[src/pfs_note_end.sv]
`timescale 1ns/10ps

[src/pfs_pkg.sv]
// pfs_pkg: constants, register map and carrier types of the pin function mux.
// assumes a single 125 MHz clock and a simple strobe-based register port.
package pfs_pkg;

  // ----------------------------------------------------------------
  // sizes
  // ----------------------------------------------------------------
  localparam int NUM_PINS      = 26;
  localparam int NUM_PORTS     = 4;
  localparam int PORT_W        = 8;
  localparam int NUM_SEL       = 7;
  localparam int SEL_W         = 2;
  localparam int PINS_PER_REG  = 4;
  localparam int NUM_LCDF      = 20;
  localparam int NUM_LCDB      = 4;
  localparam int NUM_ADC       = 4;
  localparam int NUM_XTAL      = 2;

  // ----------------------------------------------------------------
  // register offsets
  // ----------------------------------------------------------------
  localparam logic [7:0] ADDR_SEL_A_LO = 8'h00;
  localparam logic [7:0] ADDR_SEL_A_HI = 8'h01;
  localparam logic [7:0] ADDR_SEL_B_LO = 8'h02;
  localparam logic [7:0] ADDR_SEL_B_HI = 8'h03;
  localparam logic [7:0] ADDR_SEL_C_LO = 8'h04;
  localparam logic [7:0] ADDR_SEL_C_HI = 8'h05;
  localparam logic [7:0] ADDR_SEL_D    = 8'h06;
  localparam logic [7:0] ADDR_IN_ROUTE = 8'h08;
  localparam logic [7:0] ADDR_DATA_A   = 8'h10;
  localparam logic [7:0] ADDR_DATA_D   = 8'h13;
  localparam logic [7:0] ADDR_DIR_A    = 8'h14;
  localparam logic [7:0] ADDR_DIR_D    = 8'h17;
  localparam logic [7:0] ADDR_WAKE_EN  = 8'h18;

  // ----------------------------------------------------------------
  // masks, fields, reset values
  // ----------------------------------------------------------------
  localparam logic [7:0] SEL_D_MASK    = 8'h0F;
  localparam logic [7:0] IN_ROUTE_MASK = 8'h03;
  localparam logic [7:0] PORT_D_MASK   = 8'h03;
  localparam int         RX_SRC_BIT    = 0;
  localparam int         IRQ_SRC_BIT   = 1;
  localparam logic [7:0] SEL_RESET     = 8'h00;
  localparam logic [7:0] PORT_RESET    = 8'hFF;
  localparam logic [1:0] CODE_GPIO     = 2'h0;
  localparam logic [1:0] CODE_LCD      = 2'h1;
  localparam logic [1:0] CODE_ALT      = 2'h2;
  localparam logic [1:0] CODE_ALT2     = 2'h3;

  // ----------------------------------------------------------------
  // pin indices (A0..A7, B0..B7, C0..C7, D0..D1)
  // ----------------------------------------------------------------
  localparam int PIN_A0 = 0;
  localparam int PIN_A6 = 6;
  localparam int PIN_A7 = 7;
  localparam int PIN_B3 = 11;
  localparam int PIN_C4 = 20;
  localparam int PIN_C6 = 22;
  localparam int PIN_D0 = 24;

  typedef enum logic [3:0] {
    PFS_FN_GPIO, PFS_FN_LCDF, PFS_FN_LCDB, PFS_FN_ADC, PFS_FN_VREF, PFS_FN_XTAL,
    PFS_FN_TX, PFS_FN_RX, PFS_FN_AUX, PFS_FN_TMR, PFS_FN_TMRN
  } pfs_fn_t;

  typedef struct packed {
    pfs_fn_t    fn;
    logic [4:0] idx;
  } pfs_route_t;

  // levels that peripherals want on pins
  typedef struct packed {
    logic [NUM_LCDF-1:0] lcd_frontplane_lines;
    logic [NUM_LCDB-1:0] lcd_backplane_lines;
    logic                uart_tx;
    logic                auxiliary_output_function;
    logic                timer_output;
  } pfs_drive_t;

  // digital inputs handed to peripherals
  typedef struct packed {
    logic uart_rx;
    logic irq_in;
    logic timer_clock_pin;
  } pfs_periph_t;

  // analog switch enables
  typedef struct packed {
    logic [NUM_ADC-1:0]  adc_inputs;
    logic                vref;
    logic [NUM_XTAL-1:0] crystal;
  } pfs_analog_t;

endpackage

[src/pfs_mux.sv]
// pfs_mux: pin function selection for ports A-D, port data/direction
// registers and port A wake-up detection.
// assumes pin inputs already synchronous to ref_clk; the peripherals
// and the pad wire resolution live outside this module.
//
// Notes on behaviour
// - A3: 01 LCD frontplane 14, 10 reference voltage, else GPIO.
// - A2: 01 crystal pin 1, else GPIO.
// - A1: 01 LCD frontplane 15, 10 ADC input 0, else GPIO.
// - A0: 01 crystal pin 2, else GPIO.
// - A7: 01 LCD frontplane 10, else GPIO also feeding timer clock.
// - A6: 01 LCD frontplane 11, 10 UART receive, else GPIO.
// - A5: 01 LCD frontplane 12, 10 UART transmit, else GPIO.
// - A4: 01 LCD frontplane 13, 10 auxiliary output, else GPIO.
// - B3: 01 LCD frontplane 19, else GPIO also usable as interrupt.
// - B2..B0: 01 frontplane 18..16, 10 ADC 3..1, else GPIO.
// - B7..B4: 01 LCD backplane 3..0, else GPIO.
// - C3..C0: 01 LCD frontplane 3..0, else GPIO.
// - C7,C6: 01 frontplane 7,6, else GPIO; C6 also interrupt.
// - C5,C4: 01 frontplane 5,4, 10 UART transmit/receive, else GPIO.
// - D1: 01 LCD frontplane 8, else GPIO.
// - D0: 00 GPIO, 01 frontplane 9, 10 timer, 11 inverted timer.
// - selections clear at reset; unused select bits read zero.
// - routing bit 1 picks interrupt source: 0 B3, 1 C6.
// - routing bit 0 picks receive source: 0 A6, 1 C4; rest zero.
// - data latches and direction bits reset to all ones.
// - bit set/clear reads whole port, modifies bit, writes byte.
// - in sleep, falling edge on wake-enabled port A GPIO input wakes.
// - direction bit 1 input, 0 push-pull output.
`timescale 1ns/10ps
module pfs_mux
  import pfs_pkg::*;
(
  input  wire logic                  ref_clk,  // system clock
  input  wire logic                  resetn,   // async reset, active low
  input  wire logic [7:0]            addr,     // register address
  input  wire logic [7:0]            wdata,    // write data / bit index
  input  wire logic                  wr,       // write strobe
  input  wire logic                  rd,       // read strobe
  input  wire logic                  bit_set,  // qualifies wr as bit set
  input  wire logic                  bit_clr,  // qualifies wr as bit clear
  output logic      [7:0]            rdata,    // read data, cycle after rd
  input  wire logic [NUM_PINS-1:0]   pin_in,   // pad levels
  output logic      [NUM_PINS-1:0]   pin_out,  // pad drive levels
  output logic      [NUM_PINS-1:0]   pin_oe_n, // pad enable, low drives
  input  wire pfs_pkg::pfs_drive_t   drive,    // peripheral pin levels
  output pfs_pkg::pfs_periph_t       periph,   // routed peripheral inputs
  output pfs_pkg::pfs_analog_t       analog,   // analog switch enables
  input  wire logic                  sleep,    // sleep or idle mode
  output logic                       wake      // wake-up pulse
);

  // ----------------------------------------------------------------
  // routing table
  // ----------------------------------------------------------------
  // one table for every pin keeps the decode in one place; any code a pin
  // does not use falls through to plain gpio
  function automatic pfs_route_t route(input int pin, input logic [1:0] code);
    pfs_route_t r;
    r = '{PFS_FN_GPIO, 5'h00};
    if (code == CODE_LCD) begin
      case (pin)
        0:       r = '{PFS_FN_XTAL, 5'h01};
        1:       r = '{PFS_FN_LCDF, 5'h0F};
        2:       r = '{PFS_FN_XTAL, 5'h00};
        3:       r = '{PFS_FN_LCDF, 5'h0E};
        4:       r = '{PFS_FN_LCDF, 5'h0D};
        5:       r = '{PFS_FN_LCDF, 5'h0C};
        6:       r = '{PFS_FN_LCDF, 5'h0B};
        7:       r = '{PFS_FN_LCDF, 5'h0A};
        8:       r = '{PFS_FN_LCDF, 5'h10};
        9:       r = '{PFS_FN_LCDF, 5'h11};
        10:      r = '{PFS_FN_LCDF, 5'h12};
        11:      r = '{PFS_FN_LCDF, 5'h13};
        12:      r = '{PFS_FN_LCDB, 5'h00};
        13:      r = '{PFS_FN_LCDB, 5'h01};
        14:      r = '{PFS_FN_LCDB, 5'h02};
        15:      r = '{PFS_FN_LCDB, 5'h03};
        16:      r = '{PFS_FN_LCDF, 5'h00};
        17:      r = '{PFS_FN_LCDF, 5'h01};
        18:      r = '{PFS_FN_LCDF, 5'h02};
        19:      r = '{PFS_FN_LCDF, 5'h03};
        20:      r = '{PFS_FN_LCDF, 5'h04};
        21:      r = '{PFS_FN_LCDF, 5'h05};
        22:      r = '{PFS_FN_LCDF, 5'h06};
        23:      r = '{PFS_FN_LCDF, 5'h07};
        24:      r = '{PFS_FN_LCDF, 5'h09};
        25:      r = '{PFS_FN_LCDF, 5'h08};
        default: r = '{PFS_FN_GPIO, 5'h00};
      endcase
    end else if (code == CODE_ALT) begin
      case (pin)
        1:       r = '{PFS_FN_ADC,  5'h00};
        3:       r = '{PFS_FN_VREF, 5'h00};
        4:       r = '{PFS_FN_AUX,  5'h00};
        5:       r = '{PFS_FN_TX,   5'h00};
        6:       r = '{PFS_FN_RX,   5'h00};
        8:       r = '{PFS_FN_ADC,  5'h01};
        9:       r = '{PFS_FN_ADC,  5'h02};
        10:      r = '{PFS_FN_ADC,  5'h03};
        20:      r = '{PFS_FN_RX,   5'h00};
        21:      r = '{PFS_FN_TX,   5'h00};
        24:      r = '{PFS_FN_TMR,  5'h00};
        default: r = '{PFS_FN_GPIO, 5'h00};
      endcase
    end else if (code == CODE_ALT2) begin
      if (pin == PIN_D0) begin
        r = '{PFS_FN_TMRN, 5'h00};
      end
    end
    return r;
  endfunction

  // ----------------------------------------------------------------
  // state
  // ----------------------------------------------------------------
  // all registers but the reset synchroniser in one word; rdata and pad outputs are
  // copies held here so every port leaves straight from a flop
  typedef struct packed {
    logic [NUM_SEL-1:0][7:0]          sel;
    logic [1:0]                       in_route;
    logic [NUM_PORTS-1:0][PORT_W-1:0] data;
    logic [NUM_PORTS-1:0][PORT_W-1:0] dir;
    logic [PORT_W-1:0]                wake_en;
    logic [PORT_W-1:0]                pa_prev;
    logic [7:0]                       rdata;
    logic [NUM_PINS-1:0]              pin_out;
    logic [NUM_PINS-1:0]              pin_oe_n;
    pfs_periph_t                      periph;
    pfs_analog_t                      analog;
    logic                             wake;
  } pfs_state_t;

  // pa_prev starts high like an idle pad, so a pad held low as reset ends reads as a fall
  localparam pfs_state_t STATE_RESET = '{
    sel:      {NUM_SEL{SEL_RESET}},
    in_route: 2'h0,
    data:     {NUM_PORTS{PORT_RESET}},
    dir:      {NUM_PORTS{PORT_RESET}},
    wake_en:  8'h00,
    pa_prev:  8'hFF,
    rdata:    8'h00,
    pin_out:  {NUM_PINS{1'b1}},
    pin_oe_n: {NUM_PINS{1'b1}},
    periph:   '0,
    analog:   '0,
    wake:     1'b0
  };

  pfs_state_t                       st;
  pfs_state_t                       next_st;
  logic       [1:0]                 rst_sync;
  logic                             rst_n;
  logic       [NUM_PORTS-1:0][7:0]  pin_byte;

  assign rst_n    = rst_sync[1];
  assign pin_byte = {6'h00, pin_in[25:24], pin_in[23:16], pin_in[15:8], pin_in[7:0]};

  // ----------------------------------------------------------------
  // reset release
  // ----------------------------------------------------------------
  // assertion stays asynchronous; release waits two edges so that no flop
  // sees resetn rise close to a clock edge
  always_ff @(posedge ref_clk or negedge resetn) begin
    if (!resetn) begin
      rst_sync <= 2'h0;
    end else begin
      rst_sync <= {rst_sync[0], 1'b1};
    end
  end

  // ----------------------------------------------------------------
  // next state
  // ----------------------------------------------------------------
  always_comb begin
    logic [7:0] rv;
    logic [7:0] wv;
    logic [7:0] mask;
    logic [1:0] code;
    pfs_route_t r;
    int         p;
    int         b;
    rv      = 8'h00;
    wv      = 8'h00;
    mask    = 8'h00;
    code    = CODE_GPIO;
    r       = '{PFS_FN_GPIO, 5'h00};
    p       = 0;
    b       = 0;
    next_st = st;

    // read view; port data reads the pad for inputs, the latch for outputs
    if (addr <= ADDR_SEL_D) begin
      rv = st.sel[addr[2:0]];
    end else if (addr == ADDR_IN_ROUTE) begin
      rv = {6'h00, st.in_route};
    end else if (addr >= ADDR_DATA_A && addr <= ADDR_DATA_D) begin
      p  = int'(addr - ADDR_DATA_A);
      rv = (pin_byte[p] & st.dir[p]) | (st.data[p] & ~st.dir[p]);
    end else if (addr >= ADDR_DIR_A && addr <= ADDR_DIR_D) begin
      rv = st.dir[int'(addr - ADDR_DIR_A)];
    end else if (addr == ADDR_WAKE_EN) begin
      rv = st.wake_en;
    end

    // write, plain or bit-wise from the full port view
    // a bit op copies pad levels of input bits into their latches; software
    // that mixes inputs and outputs on one port must rewrite the latch after
    wv = wdata;
    if (bit_set || bit_clr) begin
      mask = 8'h01 << wdata[2:0];
      wv   = bit_set ? (rv | mask) : (rv & ~mask);
    end
    if (wr) begin
      if (addr < ADDR_SEL_D) begin
        next_st.sel[addr[2:0]] = wv;
      end else if (addr == ADDR_SEL_D) begin
        next_st.sel[addr[2:0]] = wv & SEL_D_MASK;
      end else if (addr == ADDR_IN_ROUTE) begin
        next_st.in_route = wv[1:0];
      end else if (addr >= ADDR_DATA_A && addr < ADDR_DATA_D) begin
        next_st.data[int'(addr - ADDR_DATA_A)] = wv;
      end else if (addr == ADDR_DATA_D) begin
        next_st.data[int'(addr - ADDR_DATA_A)] = wv & PORT_D_MASK;
      end else if (addr >= ADDR_DIR_A && addr < ADDR_DIR_D) begin
        next_st.dir[int'(addr - ADDR_DIR_A)] = wv;
      end else if (addr == ADDR_DIR_D) begin
        next_st.dir[int'(addr - ADDR_DIR_A)] = wv | ~PORT_D_MASK;
      end else if (addr == ADDR_WAKE_EN) begin
        next_st.wake_en = wv;
      end
    end
    next_st.rdata = rd ? rv : 8'h00;

    // pin routing from the values being written, so pads follow next edge
    // analog functions only release the pad and raise a switch enable; the
    // switches themselves sit in the pad ring
    next_st.analog = '0;
    for (int i = 0; i < NUM_PINS; i++) begin
      p    = i / PORT_W;
      b    = i % PORT_W;
      code = next_st.sel[i / PINS_PER_REG][SEL_W * (i % PINS_PER_REG) +: SEL_W];
      r    = route(i, code);
      next_st.pin_out[i]  = 1'b0;
      next_st.pin_oe_n[i] = 1'b1;
      case (r.fn)
        PFS_FN_GPIO: begin
          next_st.pin_out[i]  = next_st.data[p][b];
          next_st.pin_oe_n[i] = next_st.dir[p][b];
        end
        PFS_FN_LCDF: begin
          next_st.pin_out[i]  = drive.lcd_frontplane_lines[r.idx];
          next_st.pin_oe_n[i] = 1'b0;
        end
        PFS_FN_LCDB: begin
          next_st.pin_out[i]  = drive.lcd_backplane_lines[r.idx[1:0]];
          next_st.pin_oe_n[i] = 1'b0;
        end
        PFS_FN_ADC: begin
          next_st.analog.adc_inputs[r.idx[1:0]] = 1'b1;
        end
        PFS_FN_VREF: begin
          next_st.analog.vref = 1'b1;
        end
        PFS_FN_XTAL: begin
          next_st.analog.crystal[r.idx[0]] = 1'b1;
        end
        PFS_FN_TX: begin
          next_st.pin_out[i]  = drive.uart_tx;
          next_st.pin_oe_n[i] = 1'b0;
        end
        PFS_FN_AUX: begin
          next_st.pin_out[i]  = drive.auxiliary_output_function;
          next_st.pin_oe_n[i] = 1'b0;
        end
        PFS_FN_TMR: begin
          next_st.pin_out[i]  = drive.timer_output;
          next_st.pin_oe_n[i] = 1'b0;
        end
        PFS_FN_TMRN: begin
          next_st.pin_out[i]  = ~drive.timer_output;
          next_st.pin_oe_n[i] = 1'b0;
        end
        PFS_FN_RX: begin
          next_st.pin_oe_n[i] = 1'b1;
        end
        default: begin
          next_st.pin_oe_n[i] = 1'b1;
        end
      endcase
    end

    // input routing; direction must be input for these, left to software
    next_st.periph.uart_rx = next_st.in_route[RX_SRC_BIT] ?
                             pin_in[PIN_C4] : pin_in[PIN_A6];
    next_st.periph.irq_in  = next_st.in_route[IRQ_SRC_BIT] ?
                             pin_in[PIN_C6] : pin_in[PIN_B3];
    next_st.periph.timer_clock_pin = pin_in[PIN_A7];

    // wake only from pins that are plain GPIO inputs
    // the wake pulse uses current selects, not the one being written: a
    // select write and a falling pad in one cycle do not race
    next_st.wake    = 1'b0;
    next_st.pa_prev = pin_in[PIN_A7:PIN_A0];
    for (int i = 0; i < PORT_W; i++) begin
      code = st.sel[i / PINS_PER_REG][SEL_W * (i % PINS_PER_REG) +: SEL_W];
      r    = route(i, code);
      if (sleep && st.wake_en[i] && r.fn == PFS_FN_GPIO && st.dir[0][i] &&
          st.pa_prev[i] && !pin_in[i]) begin
        next_st.wake = 1'b1;
      end
    end
  end

  // ----------------------------------------------------------------
  // registers
  // ----------------------------------------------------------------
  // rst_n is the synchronised copy, so reset ends on a clock edge for all state but the synchroniser
  always_ff @(posedge ref_clk or negedge rst_n) begin
    if (!rst_n) begin
      st <= STATE_RESET;
    end else begin
      st <= next_st;
    end
  end

  // ----------------------------------------------------------------
  // outputs
  // ----------------------------------------------------------------
  assign rdata    = st.rdata;
  assign pin_out  = st.pin_out;
  assign pin_oe_n = st.pin_oe_n;
  assign periph   = st.periph;
  assign analog   = st.analog;
  assign wake     = st.wake;

endmodule

[config.mk]
export PLATFORM = sky130hd
export DESIGN_NAME = pfs_mux
export DESIGN_NICKNAME = d
export VERILOG_FILES = /design/src/pfs_note_end.sv /design/src/pfs_pkg.sv /design/src/pfs_mux.sv
export SDC_FILE = /design/constraint.sdc
export NUM_CORES = 1
export LEC_CHECK = 0
export CORE_AREA = 2 2 185 187
export CTS_CLUSTER_DIAMETER = 150
export DETAILED_ROUTE_END_ITERATION = 8
export DIE_AREA = 0 0 187 189
export DONT_BUFFER_PORTS = 1
export GPL_TIMING_DRIVEN = 1
export SYNTH_ARGS = -nofsm -noshare
export SYNTH_HDL_FRONTEND = slang
export SYNTH_SLANG_ARGS = --single-unit
[constraint.sdc]
create_clock -name ref_clk -period 15.75 [get_ports ref_clk]
set_input_delay 0.7875 -clock ref_clk [delete_from_list [all_inputs] [get_ports ref_clk]]
set_output_delay 0.7875 -clock ref_clk [all_outputs]
set_load 0.01 [all_outputs]
==> metrics.yaml, run 1 <==
worst_setup_path:
  cp_max_fo: 15
  crit_path_cell_trace: "inv_1 > ha_1 > and4_1 > a21oi_1 > nor2_1 > a221o_1 > a31oi_2 > a21oi_2 > a22o_1 > inv_1 > ha_1 > mux4_2 > mux2i_1 > nor2b_1 > a211oi_1 > nor3_1"
  path_class: "input pin to register"
  worst-path-buf-inv: 2
  slowest_delay_ns: 0.61
  end_kind: "register"
  critical-path-top-delay-family: "compound AO/OA/AOI/OAI gates"
  critical_path_arrival_ns: 5.11
  slowest_stage: "a21oi_2"
  start_kind: "input pin"
  required_ns: 16.19
cts:
  clkTransAtPathRegs_ns: 0.07
  cts.sink_count: 211
  cts_tree: "yes"
  clockBufferDepth: 3
  insertion_delay_ns: 0.54
  htree_levels: 1
  numCtsBuffers: 25
  root_buffer: "clkbuf_16"
timing:
  holdWs_ns: 0.238
  slew_headroom: 0.246
  min_period_over_period: 0.296
  worst_pin_slew_ns: 1.10
  setup_viol: 0
  fmax_ghz: 0.214
  rsz0062_at_grt: "false"
  min_period_ns: 4.67
  setup_tns_ns: 0
  clock-skew-final_ns: 0.0240
  fin_ws_ns: 11.08
  slew_violations: 0
  hold_viol: 0
route:
  num_vias: 8174
  postRouteAntennaNets: 0
  firstDrtPassIters: 5
  drt_iter0_drc: 732
  via_per_inst: 5.50
  drc_errors: 0
  postRouteWirelength_mm: 36.5
  detail_route.wl_per_cell_um: 24.6
synthesis:
  synth_top_area_share: 0.281
  ys_async_sr_fraction: 1.00
  syn_inst: 1091
  synth-simple-area-share: 0.135
  yosys.area.top_type: "dfstp_2"
  synth_xor_area_frac: 0.00529
  syn_avg_cell_area_um2: 10.6
  ys_types: 84
  yosysWarnings: 0
  synth_mux_area_frac: 0.119
  ys_ff_latch: 211
  synth.area.top_cells: "dfstp_2 28%, dfrtp_1 19%, mux4_2 5.8%"
  yosys.area_share.adder: 0.0486
  ys_seq_area_frac: 0.469
  synth_nets: 1212
  synth_compound_area_frac: 0.143
  synth_ff_type: "dfstp_2"
  synth_top_family_by_area: "compound AO/OA/AOI/OAI gates"
  netlist_area_um2: 11600
  synth_edf_count: 0
power:
  swShare: 0.262
  combPwrFrac: 0.108
  cell_internal_pwr_uw: 1010
  peakVddDrop_mv: 0.0809
  switchingPower_uw: 358
  p_leak_uw: 0.00502
  totalPowerFinal_uw: 1370
  power_density_nw_per_um2: 110
  clkPwrFrac: 0.442
  pwr-share-seq: 0.451
floorplanning:
  row_count: 67
  core_um2: 33300
  die_area_um2: 35300
  io_pins: 147
  die_h_um: 189
  initial_core_util: 0.348
  die_width_um: 187
cells_and_area:
  layout_common_cells: "124 x dfstp_2, 119 x nor2_1, 95 x a21oi_1, 86 x dfrtp_1, 76 x nand2_1"
  areaGrowthSynthToFinish_pct: 6.85
  drive_gt1_frac: 0.270
  fin_area_um2: 12400
  fillers: 3342
  fin_nets: 1138
  final_common_cell: "dfstp_2"
placed_design:
  io_buffers: 0
  place_congestion: 0.922
  dp_slack_ns: 10.68
  placed_cell_area_um2: 11500
  dpl.hpwl_mm: 27.4
hold_path:
  hold_class: "register to asynchronous set/reset pin"
global_routing:
  grt-ovfl-total: 0
  grt_start_max_net_pins: 65
  grt_pass1_vias: 8116
  grt_use_total: 0.207
  grt_pass1_wl_mm: 55.0
  antenna_found_initial: 3
status:
  status: "finished, final reports clean"
run:
  maxCapViolations: 0
routing by layer:
metal	up-vias	part of all wire	track usage
met5	-	0.00019	0
met3	52	0.087	0.0554
met2	316	0.45	0.325
met1	4146	0.43	0.283
met4	2	0.024	0.0543
li1	3658	-	-
worst reg2reg max path: stages, from the launching register on:
cell      delay [ns]
dfstp_2         0.38
mux4_2          0.55
o211a_1         0.19
o21ai_0         0.24
a31oi_2         0.16
a21oi_2         0.61
a22o_1          0.31
inv_1           0.08
ha_1            0.40
mux4_2          0.53
mux2i_1         0.14
nor2b_1         0.08
a211oi_1        0.22
nor3_1          0.11
metrics by stage:
step,util,std cells
after detailed placement,0.346,1437
final,0.372,1485
after CTS,0.372,1483
after global routing,0.372,1483
after global placement,0.346,1437
after floorplan,-,1091
registers in the layout, indices dropped and copies added, names as in the netlist:
register  cells
st          138
pin_oe_n     26
pin_out      26
rdata         8
analog        7
periph        3
rst_sync      2
wake          1
repair_timing:
action                                 4_1_cts  5_1_grt
endpoints found under the hold margin        2        0
resized for setup                            0        0
buffers inserted                             0        0
hold buffers                                 1        0
power by group through the flow:
stage	Sequential (uW)	Clock, uW	Combinational, uW
4_1_cts	616	615	148
2_1_floorplan	610	0	140
3_5_place_dp	624	0	146
3_3_place_gp	624	0	144
5_1_grt	619	638	165
6_report	615	603	147
cell type report:
type / instances / area, um^2 / share of cell area
antenna: 2 / 5.00 / 0.000404
timing repair buffer: 16 / 123 / 0.00991
inverter: 39 / 146 / 0.0118
multi-input combinational: 724 / 5250 / 0.424
clock buffer: 31 / 658 / 0.0532
sequential: 211 / 5440 / 0.439
tap: 448 / 561 / 0.0453
clock inverter: 14 / 191 / 0.0155
cells in the mapped netlist, drive strengths merged (5+ instances only):
master,n
dfstp,124
nor2,121
buf,100
a21oi,97
dfrtp,87
nand2,76
o21ai,61
ha,45
mux2,41
inv,39
mux4,30
nor2b,28
mux2i,23
clkbuf,17
nor3,15
nand2b,12
a21o,11
nand3b,11
o31ai,10
a211oi,9
a31oi,9
a22o,8
and2,8
nand3,8
o211ai,8
or3,7
o21a,6
a22oi,5
nand4b,5
or2,5
xor2,5
kinds of logic after synthesis:
group           Yosys count
compound gates          260
mux                      94
buf+inv                 156
flops                   211
other cells               1
fa+ha+maj                45
simple gates            317
xor+xnor                  7
worst paths after layout:
kind	cells after the start	startpoint	slack [ns]	endpoint
max	16	addr[2]	11.08	pin_out[10]$_DFF_PN1_
min	0	rst_sync[1]$_DFF_PN0_	0.24	st[198]$_DFF_PN0_
max reg2reg	13	st[116]$_DFFE_PN1P_	11.67	pin_out[10]$_DFF_PN1_
min reg2reg	0	rst_sync[1]$_DFF_PN0_	0.24	st[198]$_DFF_PN0_
max in group asynchronous	2	rst_sync[1]$_DFF_PN0_	13.57	st[79]$_DFFE_PN0P_
min in group ref_clk	0	pin_in[5]	0.25	st[76]$_DFF_PN1_
(Power assumes the default switching activity.)
==> inputs of run 2 (changes only) <==
ABC_AREA = 1   (was default)
CORE_AREA = 2 2 195 197   (was 2 2 185 187)
DIE_AREA = 0 0 197 199   (was 0 0 187 189)
clock period = 3.8 ns   (was 15.75 ns; I/O delays follow)
==> run 2 against run 1 <==
Net effect: combinational power grew to 9.0 times the previous value; critical path depth grew 4; power grew to 4.9 times the previous value; worst setup slack lost 11 ns; first-iteration DRC count grew 35%; global-route usage grew 4.4 points; count of clock-buffer cells in the layout grew 8; register-to-register slack lost 11 ns; clock skew is essentially flat; via count grew 41%; largest cell class is now multi-input gates; highest routed layer is now met4; non-clock buffer count grew 79.
==> metrics.yaml, run 2 <==
status:
  status: "finished, final reports clean"
floorplanning:
  io_pins: 147
  row_count: 71
  initial_core_util: 0.347
  die_width_um: 197
  die_h_um: 199
  die_area_um2: 39200
  core_um2: 37100
power:
  switchingPower_uw: 2160
  pwr-share-seq: 0.438
  p_leak_uw: 0.00676
  totalPowerFinal_uw: 6630
  combPwrFrac: 0.200
  power_density_nw_per_um2: 460
  cell_internal_pwr_uw: 4470
  clkPwrFrac: 0.362
  swShare: 0.326
  peakVddDrop_mv: 0.275
cts:
  htree_levels: 1
  insertion_delay_ns: 0.55
  clkTransAtPathRegs_ns: 0.06
  clockBufferDepth: 3
  cts.sink_count: 211
  post-cts-setup-buffers: 0
  root_buffer: "clkbuf_16"
  numCtsBuffers: 25
  cts_hold_buffers: 47
  ctsResizeCount: 0
  cts_tree: "yes"
hold_path:
  hold_class: "input pin to register"
timing:
  rsz0062_at_grt: "false"
  setup_viol: 0
  fmax_ghz: 0.287
  setup_tns_ns: 0
  min_period_ns: 3.49
  clock-skew-final_ns: 0.0239
  worst_pin_slew_ns: 0.939
  min_period_over_period: 0.918
  slew_violations: 0
  hold_viol: 0
  slew_headroom: 0.374
cells_and_area:
  fin_area_um2: 14400
  instances_no_fill: 2217
  top_register: "st"
  final_common_cell: "nand2_1"
  fin_nets: 1845
  fillers: 3867
  layout_common_cells: "483 x nand2_1, 218 x inv_1, 132 x nor2_1, 124 x dfstp_2, 111 x a21oi_1"
  largest_reg_flops: 138
  drive_gt1_frac: 0.161
  areaGrowthSynthToFinish_pct: 11.7
placed_design:
  placedCellCount: 2124
  place_congestion: 1.00
  io_buffers: 0
  dpl.hpwl_mm: 37.6
  placed_cell_area_um2: 13100
worst_setup_path:
  crit_path_cell_trace: "inv_1 > nand2_1 > o21ai_0 > nor2_1 > nand2_1 > nand2_1 > a21oi_1 > nand2_1 > nand2_1 > nand2_1 > nand2_1 > nand2_1 > inv_1 > o21ai_1 > ha_1 > nand2_1 > o21ai_0 > a22oi_1 > dlygate4sd3_1 > a22oi_1"
  start_kind: "register"
  critical-path-top-delay-family: "simple AND/OR/NAND/NOR gates"
  critical_path_arrival_ns: 3.95
  slowest_delay_ns: 0.60
  required_ns: 4.26
  worst-path-buf-inv: 3
  path_class: "register to register"
  slowest_stage: "dfstp_2"
  end_kind: "register"
  cp_common_cell: "nand2_1"
  cp_max_fo: 4
synthesis:
  ys_ff_latch: 211
  ys_types: 58
  netlist_area_um2: 12900
  synth_nets: 1836
  synth_ff_type: "dfstp_2"
  ys_seq_area_frac: 0.421
  synth_top_area_share: 0.253
  ys_async_sr_fraction: 1.00
  synth.area.top_cells: "dfstp_2 25%, dfrtp_1 17%, nand2_1 14%"
  yosysMostFrequentCell: "nand2_1"
  yosysWarnings: 0
  syn_inst: 1715
  yosys.area.top_type: "dfstp_2"
  syn_avg_cell_area_um2: 7.52
  synth_common_cells: "483 x nand2_1, 218 x inv_1, 133 x nor2_1, 124 x dfstp_2, 111 x a21oi_1"
  synth_edf_count: 0
route:
  detail_route.wl_per_cell_um: 22.2
  postRouteWirelength_mm: 49.3
  drt_iter0_drc: 991
  postRouteAntennaNets: 0
  num_vias: 11500
  firstDrtPassIters: 5
  drc_errors: 0
  via_per_inst: 5.19
global_routing:
  grt_use_total: 0.251
  grt_pass1_vias: 11200
  grt_pass1_wl_mm: 72.7
  grt-ovfl-total: 0
  grt_start_max_net_pins: 65
  antenna_found_initial: 1
run:
  maxCapViolations: 0
run 2: worst paths after layout:
check / startpoint / to / slack [ns] / cells past startpoint
worst min register to register: rst_sync[0]$_DFF_PN0_ / rst_sync[1]$_DFF_PN0_ / 0.36 / 0
max in group asynchronous: rst_sync[1]$_DFF_PN0_ / st[87]$_DFF_PN1_ / 2.43 / 1
worst max-delay path: st[90]$_DFF_PN1_ / pin_out[21]$_DFF_PN1_ / 0.31 / 20
worst max register to register: st[90]$_DFF_PN1_ / pin_out[21]$_DFF_PN1_ / 0.31 / 20
min in group asynchronous: resetn / rst_sync[0]$_DFF_PN0_ / 0.41 / 2
worst min-delay path: drive[26] / pin_out[9]$_DFF_PN1_ / 0.001 / 4
run 2: worst reg2reg max path: cells and delay by family (launching register included):
kind	cells	cell delay [ns]
flip-flops	1	0.60
AND/OR/NAND/NOR	10	1.01
buffers and inverters	3	0.76
adder cells (fa/ha/maj)	1	0.25
AO/OA/AOI/OAI	6	0.80
run 2: metal layers:
metal | vias up | routed length, um | global-route usage
met4 | 0 | 1910 | 0.0961
met1 | 5571 | 21600 | 0.341
met3 | 82 | 3430 | 0.0395
met2 | 412 | 22300 | 0.403
met5 | - | 0 | 0
li1 | 5440 | - | -
run 2: cell families (layout without fill, tap and decap cells):
group,count (synthesis),count (layout),share of synthesized area
flip-flops,211,211,0.421
other,1,2,0.000291
adder cells (fa/ha/maj),45,45,0.0437
AO/OA/AOI/OAI,315,315,0.144
buffers and inverters,346,373,0.127
AND/OR/NAND/NOR,789,789,0.258
XOR/XNOR,6,6,0.00407
multiplexers,2,2,0.00165
run 2: area by class of cell:
class                   count  area (um^2)  share of cell area
repair buffers             95          868              0.0603
clock buffers              39          739              0.0513
inverters                 233          875              0.0607
clock inverters             6         60.1             0.00417
multi-input cells        1158         5830               0.405
diodes                      1         2.50            0.000174
flip-flops and latches    211         5440               0.378
well taps                 474          593              0.0412
run 2: power groups by stage:
stage / registers [uW] / logic, uW / clock network [uW]
6_report: 2900 / 1330 / 2400
5_1_grt: 2940 / 1470 / 2550
4_1_cts: 2910 / 1320 / 2450
3_5_place_dp: 2940 / 1250 / 0
3_3_place_gp: 2940 / 1230 / 0
2_1_floorplan: 2790 / 1070 / 0
run 2: per-stage QoR:
step	setup slack (ns)	utilization	hold slack, ns
after floorplan	0.368	-	-0.106
after global routing	0.0233	0.388	0.0320
after detailed placement	0.202	0.354	-0.106
final	0.312	0.388	0.00113
after global placement	0.291	0.354	-0.106
after CTS	0.366	0.388	0.00338
==> inputs of run 3 (changes only) <==
PLACE_DENSITY = 0.61   (was default)
==> run 3 against run 2 <==
Net effect: sequential cell count stayed put; register-to-register slack better by 0.09 ns; wire length is 1.0% higher; clock skew is 0.0093 ns lower; first-iteration DRC count is 9.6% higher; worst setup slack better by 0.067 ns; non-clock buffer count is 4 lower; critical path depth is 1 higher; via count is 0.42% higher; fmax is 2.0% higher; critical path type is now input pin to register; critical endpoint is now pin_out[8]$_DFF_PN1_; largest power group unchanged.
==> metrics.yaml, run 3 (synthesized netlist as in run 2, its figures left out) <==
status:
  status: "finished, final reports clean"
placed_design:
  io_buffers: 0
  placed_cell_area_um2: 13100
  place_congestion: 0.969
  dpl.hpwl_mm: 38.0
worst_setup_path:
  reg2reg_from: "st[111]$_DFF_PN1_"
  rrSetupSlack_ns: 0.40
  cp_max_fo: 8
  critical_path_arrival_ns: 3.89
  path_class: "input pin to register"
  required_ns: 4.27
  start_kind: "input pin"
  end_kind: "register"
  crit_start: "addr[4]"
route:
  postRouteAntennaNets: 0
  postRouteWirelength_mm: 49.8
  via_per_inst: 5.22
  num_vias: 11600
  drt_iter0_drc: 1086
  detail_route.wl_per_cell_um: 22.5
  firstDrtPassIters: 5
  drc_errors: 0
power:
  peakVddDrop_mv: 0.293
  clkPwrFrac: 0.368
  combPwrFrac: 0.199
  swShare: 0.323
  cell_internal_pwr_uw: 4530
  switchingPower_uw: 2160
  p_leak_uw: 0.00675
  power_density_nw_per_um2: 465
  pwr-share-seq: 0.433
cts:
  htree_levels: 1
  numCtsBuffers: 25
  cts.sink_count: 211
  clkTransAtPathRegs_ns: 0.06
  post-cts-setup-buffers: 0
  cts_tree: "yes"
  insertion_delay_ns: 0.54
  root_buffer: "clkbuf_16"
  clockBufferDepth: 3
floorplanning:
  io_pins: 147
  die_width_um: 197
  row_count: 71
  die_h_um: 199
  core_um2: 37100
  initial_core_util: 0.347
  die_area_um2: 39200
cells_and_area:
  fillers: 3876
  largest_reg_flops: 138
  ff_latch_area_um2: 5440
  areaGrowthSynthToFinish_pct: 11.7
  fin_area_um2: 14400
  top_register: "st"
  multi_input_area_um2: 5830
  final_common_cell: "nand2_1"
  layout_common_cells: "483 x nand2_1, 218 x inv_1, 132 x nor2_1, 124 x dfstp_2, 111 x a21oi_1"
  drive_gt1_frac: 0.161
  fin_nets: 1841
global_routing:
  grt-ovfl-total: 0
  grt_start_max_net_pins: 69
  antenna_found_initial: 2
  grt_pass1_wl_mm: 72.4
  grt_pass1_vias: 11000
  grt_use_total: 0.252
timing:
  slew_violations: 0
  fmax_ghz: 0.292
  hold_viol: 0
  rsz0062_at_grt: "false"
  worst_pin_slew_ns: 0.684
  min_period_over_period: 0.900
  setup_viol: 0
  min_period_ns: 3.42
  clock-skew-final_ns: 0.0147
  slew_headroom: 0.540
  holdWs_ns: 0.0176
  setup_tns_ns: 0
hold_path:
  hp-start: "drive[7]"
  hold_class: "input pin to register"
run:
  maxCapViolations: 0
[run 3: final cells by class]
type / count / share of cell area
clock inverter: 10 / 0.00956
timing repair buffer: 91 / 0.0580
tap: 474 / 0.0412
inverter: 233 / 0.0607
sequential: 211 / 0.378
antenna: 3 / 0.000521
multi-input combinational: 1158 / 0.405
clock buffer: 35 / 0.0474
[run 3: worst paths after layout]
path	depth (start not counted)	to
worst max-delay path	21	pin_out[8]$_DFF_PN1_
worst min-delay path	4	pin_out[1]$_DFF_PN1_
worst max register to register	21	pin_out[24]$_DFF_PN1_
worst min register to register	0	rst_sync[1]$_DFF_PN0_
max in group asynchronous	1	st[122]$_DFF_PN1_
min in group asynchronous	0	st[182]$_DFF_PN0_
[run 3: worst max-delay path: stages]
cell,delay (ns)
inv_1,0.12
ha_1,0.17
inv_1,0.07
nor2_1,0.17
nand3_1,0.20
nand2_1,0.27
buf_4,0.24
inv_1,0.08
nor2_1,0.15
inv_2,0.10
nor2_1,0.30
inv_1,0.14
o21ai_1,0.26
inv_1,0.12
ha_1,0.25
a21oi_1,0.14
o21ai_0,0.08
nand2_1,0.08
a32oi_1,0.05
dlygate4sd3_1,0.56
a21oi_1,0.15
[run 3: metal layers]
metal | vias to the layer above | track usage | wire (um)
li1 | 5440 | - | -
met5 | - | 0 | 0
met4 | 0 | 0.0883 | 1720
met1 | 5535 | 0.340 | 21200
met3 | 86 | 0.0415 | 3920
met2 | 492 | 0.411 | 22900
[run 3: repair_timing]
action,CTS,global route
gates resized for setup,0,2
hold buffers,46,0
endpoints found under the hold margin,49,0
endpoints found under the setup margin,0,1
[run 3: power groups by stage]
stage          combinational (uW)  sequential (uW)  clock, uW
3_5_place_dp                 1250             2930          0
5_1_grt                      1460             2930       2600
3_3_place_gp                 1230             2930          0
4_1_cts                      1320             2900       2510
2_1_floorplan                1070             2790          0
6_report                     1330             2900       2460
[run 3: stage by stage]
stage | setup slack [ns] | utilization | std cells | power, uW
2_1_floorplan | 0.368 | - | 1715 | 3860
3_3_place_gp | 0.280 | 0.353 | 2121 | 4170
4_1_cts | 0.379 | 0.388 | 2212 | 6730
6_report | 0.379 | 0.388 | 2215 | 6690
5_1_grt | 0.0379 | 0.388 | 2212 | 6990
3_5_place_dp | 0.195 | 0.353 | 2121 | 4180
